$ cat config.mk
export PLATFORM = sky130hd
export DESIGN_NAME = wdt_timer
export DESIGN_NICKNAME = d
export VERILOG_FILES = /design/src/verilog/wdt_pkg.sv /design/src/verilog/wdt_timer.sv
export VERILOG_INCLUDE_DIRS = /design/src /design/src/verilog
export SDC_FILE = /design/constraint.sdc
export NUM_CORES = 1
export LEC_CHECK = 0
export BUFFER_PORTS_ARGS = -buffer_cell sky130_fd_sc_hd__buf_4
export CAP_MARGIN = 5
export CORE_MARGIN = 2
export CORE_UTILIZATION = 25
export DETAILED_ROUTE_END_ITERATION = 8
export GPL_ROUTABILITY_DRIVEN = 0
export PLACE_DENSITY = 0.43
export RECOVER_POWER = 50
export REMOVE_ABC_BUFFERS = 1
export SLEW_MARGIN = 15
export SYNTH_ARGS = -nofsm -noshare
export SYNTH_HDL_FRONTEND = slang
export SYNTH_SLANG_ARGS = --single-unit
export TNS_END_PERCENT = 100
$ cat constraint.sdc
create_clock -name core_clk -period 2.8 [get_ports core_clk]
set_input_delay 0.28 -clock core_clk [delete_from_list [all_inputs] [get_ports core_clk]]
set_output_delay 0.28 -clock core_clk [all_outputs]
set_load 0.01 [all_outputs]
$ cat src/verilog/wdt_defs.svh
`ifndef WDT_DEFS_SVH
`define WDT_DEFS_SVH

`define WDT_CNT_W      32
`define WDT_ZERO       32'h0000_0000
`define WDT_ONE        32'h0000_0001
`define WDT_LOAD_RST   32'hFFFF_FFFF

`endif

$ cat src/verilog/wdt_pkg.sv
package wdt_pkg;

    typedef enum logic [2:0] {
        WDT_IDLE    = 3'b001,
        WDT_FIRST   = 3'b010,
        WDT_EXPIRED = 3'b100
    } wdt_state_e;

    typedef struct packed {
        logic enable;
        logic intClear;
        logic intEnable;
        logic intTypeNmi;
        logic rstEnable;
        logic rstDisable;
        logic lock;
        logic unlock;
        logic loadWrite;
    } wdt_cmd_s;

    typedef struct packed {
        wdt_state_e  state;
        logic [31:0] count;
        logic [31:0] reload;
        logic        running;
        logic        intEn;
        logic        nmiSel;
        logic        rstEn;
        logic        locked;
        logic        intRaw;
        logic        sysRst;
    } wdt_state_s;

endpackage

$ cat src/verilog/wdt_timer.sv
`timescale 1ns/10ps
`include "wdt_defs.svh"

// Notes on behaviour
// - An enable command starts the countdown and turns on the timeout interrupt together.
// - While locked, enable, interrupt clear, type, interrupt enable, reset enable and reload writes are ignored.
// - A lock status output reports locked when writes are blocked and unlocked otherwise.
// - An interrupt clear removes the pending timeout interrupt from the interrupt outputs.
// - Raw and masked interrupt status are given, 1 meaning active and 0 inactive.
// - An interrupt type command selects non-maskable, which holds until reset; standard after reset.
// - The non-maskable interrupt is still gated by the enable and stays pending until cleared.
// - A reload value is held, readable, and loaded into the counter at every zero.
// - A reload write while running loads the counter at once and counting continues.
// - A reload write of zero raises the timeout interrupt at once.
// - The counter is a 32-bit down counter whose first zero after enabling is the first timeout.
// - A second zero while the interrupt is uncleared and reset is enabled asserts system reset.
// - Clearing the interrupt before the second timeout reloads the counter and resumes counting.
// - A reset-enable control, writable only while unlocked, gates the second-timeout reset.
module wdt_timer #(
    parameter logic [31:0] LOAD_RESET = `WDT_LOAD_RST
) (
    input  wire logic              core_clk,   // system clock, 40 MHz
    input  wire logic              resetn,     // asynchronous reset, active low
    input  wire wdt_pkg::wdt_cmd_s cmd,        // one-cycle command strobes
    input  wire logic [31:0]       loadValue,  // reload value with loadWrite
    output logic [31:0]            countValue, // current counter value
    output logic [31:0]            reloadValue,// stored reload value
    output logic                   running,    // counter enabled
    output logic                   lockState,  // 1 while locked
    output logic                   intRaw,     // raw timeout status
    output logic                   intMasked,  // masked timeout status
    output logic                   intIrq,     // standard interrupt line
    output logic                   intNmi,     // non-maskable interrupt line
    output logic                   rstEnabled, // reset generation enabled
    output logic                   sysReset    // system reset request
);

    wdt_pkg::wdt_state_s st_r;
    wdt_pkg::wdt_state_s st_nxt;
    logic                wrOk;
    logic                zeroHit;

    // ****************************************************
    // decode helpers
    // ****************************************************
    // a count word that has run out
    function automatic logic isZero(input logic [31:0] v);
        return (v == `WDT_ZERO);
    endfunction

    // ****************************************************
    // next state
    // ****************************************************
    always_comb begin
        st_nxt  = st_r;
        wrOk    = !st_r.locked;
        zeroHit = st_r.running && isZero(st_r.count);

        if (cmd.unlock) begin
            st_nxt.locked = 1'b0;
        end else if (cmd.lock) begin
            st_nxt.locked = 1'b1;
        end

        if (wrOk && cmd.rstEnable) begin
            st_nxt.rstEn = 1'b1;
        end else if (wrOk && cmd.rstDisable) begin
            st_nxt.rstEn = 1'b0;
        end

        if (wrOk && cmd.intTypeNmi) begin
            st_nxt.nmiSel = 1'b1;
        end

        if (wrOk && (cmd.enable || cmd.intEnable)) begin
            st_nxt.intEn = 1'b1;
        end
        if (wrOk && cmd.enable && !st_r.running) begin
            st_nxt.running = 1'b1;
            st_nxt.count   = st_r.reload;
            st_nxt.state   = wdt_pkg::WDT_FIRST;
        end

        if (st_r.running && !zeroHit) begin
            st_nxt.count = st_r.count - `WDT_ONE;
        end

        if (wrOk && cmd.intClear) begin
            st_nxt.intRaw = 1'b0;
            if (st_r.running) begin
                st_nxt.count = st_r.reload;
            end
        end

        if (zeroHit) begin
            st_nxt.count = st_r.reload;
            case (st_r.state)
                wdt_pkg::WDT_FIRST: begin
                    if (st_r.intRaw && st_r.rstEn) begin
                        st_nxt.state = wdt_pkg::WDT_EXPIRED;
                    end
                end
                wdt_pkg::WDT_EXPIRED: begin
                end
                default: begin
                end
            endcase
            if (st_r.intRaw && st_r.rstEn) begin
                st_nxt.sysRst = 1'b1;
            end
            // first timeout sets interrupt, set beats clear
            st_nxt.intRaw = 1'b1;
        end

        if (wrOk && cmd.loadWrite) begin
            st_nxt.reload = loadValue;
            if (st_r.running) begin
                st_nxt.count = loadValue;
            end
            if (isZero(loadValue)) begin
                st_nxt.intRaw = 1'b1;
            end
        end
    end

    // ****************************************************
    // state register
    // ****************************************************
    always_ff @(posedge core_clk or negedge resetn) begin
        if (!resetn) begin
            st_r.state   <= wdt_pkg::WDT_IDLE;
            st_r.count   <= LOAD_RESET;
            st_r.reload  <= LOAD_RESET;
            st_r.running <= 1'b0;
            st_r.intEn   <= 1'b0;
            st_r.nmiSel  <= 1'b0;
            st_r.rstEn   <= 1'b0;
            st_r.locked  <= 1'b0;
            st_r.intRaw  <= 1'b0;
            st_r.sysRst  <= 1'b0;
        end else begin
            st_r <= st_nxt;
        end
    end

    // ****************************************************
    // outputs
    // ****************************************************
    assign countValue  = st_r.count;
    assign reloadValue = st_r.reload;
    assign running     = st_r.running;
    assign lockState   = st_r.locked;
    assign rstEnabled  = st_r.rstEn;
    assign sysReset    = st_r.sysRst;
    assign intRaw      = st_r.intRaw;
    assign intMasked   = st_r.intRaw && st_r.intEn;
    assign intIrq      = intMasked && !st_r.nmiSel;
    assign intNmi      = intMasked && st_r.nmiSel;
endmodule

### Word level (Yosys, flattened, before mapping)

Index checks and enable logic that the tools add are counted.

* register bits: 74
* input bits: 43
* output and inout port bits: 72
* logic and storage cells: 54

* add/sub/neg operators: 1
* equality and inequality tests: 1
* multiplexer cells: 18
* reduce and logical (&&, ||, !) cells: 24

Operator list (number)
* $mux W32: 4
* $mux W35: 2
* $logic_not A32 Y1: 2
* $mux W64: 1
* $sub A32 B1 Y32 const B: 1
* $logic_and A1 B1 Y1: 14
* $mux W1: 8
* $mux W3: 2
* $logic_not A1 Y1: 4
* $reduce_bool A2 Y1: 2
* $eq A3 B2 Y1 const B: 1
* $mux W2: 1
* $reduce_and A2 Y1: 1
* $logic_or A1 B1 Y1: 1

### Longest topological paths before layout

* depth in word-level cells: 10
* mapped depth: 9
* gate-level depth less buffers: 8

### Worst setup path after synthesis

No wires, ideal clock.

* kind: register -> register
* start point: register st_r (netlist bit countValue[8])
* end point: register st_r (netlist bit countValue[6])
* library setup time: 0.080 ns
* data arrival time: 2.051 ns
* required time: 2.720 ns
* setup slack: 0.670 ns
* stages on the path, launching flop included: 10
* buffers on the path: 3
* period minus slack after synthesis: 2.130 ns
* path through: dfstp_2 > buf_6 > nor4_4 > nand4_1 > buf_4 > o31ai_4 > or2_1 > buf_6 > o221ai_1 > o22a_1

RTL lines
* start, declared: line wdt_timer.sv:38 `wdt_pkg::wdt_state_s st_r;`
* start signal, assigned: line wdt_timer.sv:142 `st_r <= st_nxt;`

==> summary.md <==
| Metric | Value |
|---|---|
| Residual DRC | `0` |
| Tmin final | `2.608 ns` |
| Final net count | `686` |
| Crit Path Max Fanout | `18` |
| Total GRT Usage | `17.05%` |
| Sinks on Clock Net | `71` |
| Fin crit share | `93.13%` |
| Worst hold path type | `primary input to flip-flop` |
| Filler Cells Inserted | `2011` |
| Max Buffers Root-to-Sink | `2` |
| Antenna diodes | `0` |
| I/O Buffers | `114` |
| Ys Warns | `0` |
| Final Setup Violations | `0` |
| Core Region | `18830 µm²` |
| First-pass DRT Iterations | `5` |
| FFs w/ async S/R, synth | `100.0%` |
| Cts bufs inserted | `9` |
| Synthesized area | `4831 µm²` |
| Starting DRT DRC Count | `320` |
| Post_cts resized | `0` |
| Max_cap viols | `1` |
| Clk_lat worst skew | `0.35 ns` |
| Initial antenna violation count | `0` |
| Via Count | `4413` |
| Post-DP HPWL | `12210 µm` |
| Post-route ant nets | `0` |
| Clk slew on worst S/H paths | `0.06 ns` |
| Clk_skew | `0.005927 ns` |
| Status | `complete, but fails checks` |
| Worst Tran Pin Value | `1.955 ns` |
| Failing checks | `max-capacitance violations, max-slew violations` |
| Unrepaired setup endpoints after global routing | `no` |
| Initial Utilization | `25.65%` |
| Kind of critical path | `flip-flop to flip-flop` |
| Crit-path cells | `nor4_1, nand4_1, o31ai_4, buf_4, nor2_1, o31a_1, o41a_1` |
| Post-CTS Setup Repair Bufs | `0` |
| Height of the die | `143.0 µm` |
| Final wirelength | `17140 µm` |
| Register area | `1857 µm²` |
| Total negative slack | `0 ns` |
| Largest delay share family, worst path | `simple AND/OR/NAND/NOR gates` |
| Post-DR vias/cell | `4.871` |
| Die area | `20450 µm²` |
| Hold buffer count at cts | `0` |
| WHS | `0.08396 ns` |
| Clk Tree Root Cell | `clkbuf_16` |
| Tot Pwr | `3.665 mW` |
| Leakage power | `2.557 nW` |
| Synth Instances | `588` |
| Row cnt | `50` |
| Setup crit start kind | `flip-flop` |
| Die Wd | `143.0 µm` |
| WL per Instance | `18.92 µm` |
| Peak supply drop | `0.3286 mV` |
| Crit. End Element | `flip-flop` |
| # IOs | `115` |
| Largest net degree at the start of global routing | `72` |
| Post-synth EDFFs | `0` |
| Seq/Total Area, Yosys | `38.44%` |
| Mean Syn Cell Area | `8.216 µm²` |
| Final Hold Viols | `0` |
| WP buf/inv | `1` |
| Arr. time, crit path | `2.88 ns` |
| Seq cells post-synth | `71` |
| TritonCTS clock tree | `done` |
| Slew margin rel. | `-30.34%` |
| Fin util | `31.22%` |
| H-tree depth | `3` |
| Gr ovfl total | `0` |
| Share of cells above drive strength 1 | `29.88%` |
| Max stage delay cell, worst path | `nor4_1` |
| First-pass GRT wire length | `26300 µm` |
| Footprint of the multi-input gates | `2338 µm²` |
| Pwr dens | `623.3 nW/µm²` |
| Most frequent cells in the layout | `nand2_1 (146), buf_4 (128), nor2_1 (54)` |
| Most common cell after layout, fill and taps aside | `nand2_1` |
| Slew Viols, Final | `72` |
| Dominant synthesized flop cell | `dfstp_2` |
| Worst Path Required | `3.07 ns` |
| Distinct cells, synth | `59` |
| Area Overhead vs Synth | `21.70%` |
| Slowest cell delay on critical path | `0.50 ns` |
| Number of global-route vias before repair | `4432` |
| Fmax | `383.5 MHz` |
## power breakdown
group | internal (mW) | total (mW) | switching [mW]
Combinational | 0.455 | 0.938 | 0.483
Sequential | 1.27 | 1.50 | 0.234
Clock | 0.764 | 1.22 | 0.459
## final cells by class
type | count | share of cell area, %
multi-input cells | 417 | 39.77
flip-flops and latches | 71 | 31.58
repair buffers | 136 | 17.43
well taps | 260 | 5.533
clock buffers | 14 | 4.661
clock inverters | 2 | 0.6384
inverters | 6 | 0.3831
## state kept, by name, summed over array words and instances, names as in the netlist
| name | cells |
|---|---|
| countValue | 32 |
| reloadValue | 32 |
| intRaw | 1 |
| rstEnabled | 1 |
| running | 1 |
| sysReset | 1 |
| st_r | 2 |
| lockState | 1 |
## synthesized netlist by cell type (9+ instances only)
library cell | n | area [µm²]
a21oi_1 | 23 | 115.1
buf_4 | 67 | 503.0
clkbuf_1 | 21 | 78.83
dfstp_2 | 64 | 1682
mux2i_1 | 11 | 110.1
nand2_1 | 146 | 548.0
nor2_1 | 54 | 202.7
nor3_1 | 14 | 70.07
nor4_1 | 13 | 81.33
o21ai_0 | 16 | 80.08
o22ai_1 | 19 | 118.9
xnor2_1 | 16 | 140.1
xor2_1 | 9 | 78.83
## metrics by stage
step           worst slack (ns)  cells  area, µm²
5_1_grt                 0.05093    906       5879
4_1_cts                  0.1832    906       5901
2_1_floorplan           -0.4777    494       4210
3_5_place_dp             0.2075    890       5589
6_report                 0.1923    906       5879
3_3_place_gp             0.3382    890       5589
## final timing paths
path | slack (ns) | cells past startpoint | startpoint | to
max | 0.19 | 7 | countValue[16] | countValue[25]
min | 0.08 | 2 | cmd[1] | lockState
max reg2reg | 0.19 | 7 | countValue[16] | countValue[25]
min reg2reg | 0.47 | 1 | sysReset | sysReset
max in group asynchronous | 1.18 | 1 | resetn | running
min in group asynchronous | 0.50 | 1 | resetn | intRaw
## layer usage
layer	GRT usage [%]	part of all wire (%)	up-vias
met5	0	0	-
met4	3.648	1.1	0
met3	4.192	5.6	18
met2	28.43	49	168
met1	22.36	44	2155
li1	-	-	2072
## kinds of logic (layout without fill, tap and decap cells)
| family | after synthesis | after routing | share of synthesized area [%] |
|---|---|---|---|
| mux | 14 | 14 | 2.979 |
| buf+inv | 100 | 158 | 13.31 |
| fa+ha+maj | 2 | 2 | 0.5179 |
| compound gates | 109 | 109 | 15.26 |
| simple gates | 267 | 267 | 24.97 |
| flops | 71 | 71 | 38.44 |
| xor+xnor | 25 | 25 | 4.533 |
Note: power is estimated with default switching activity, not from simulation.
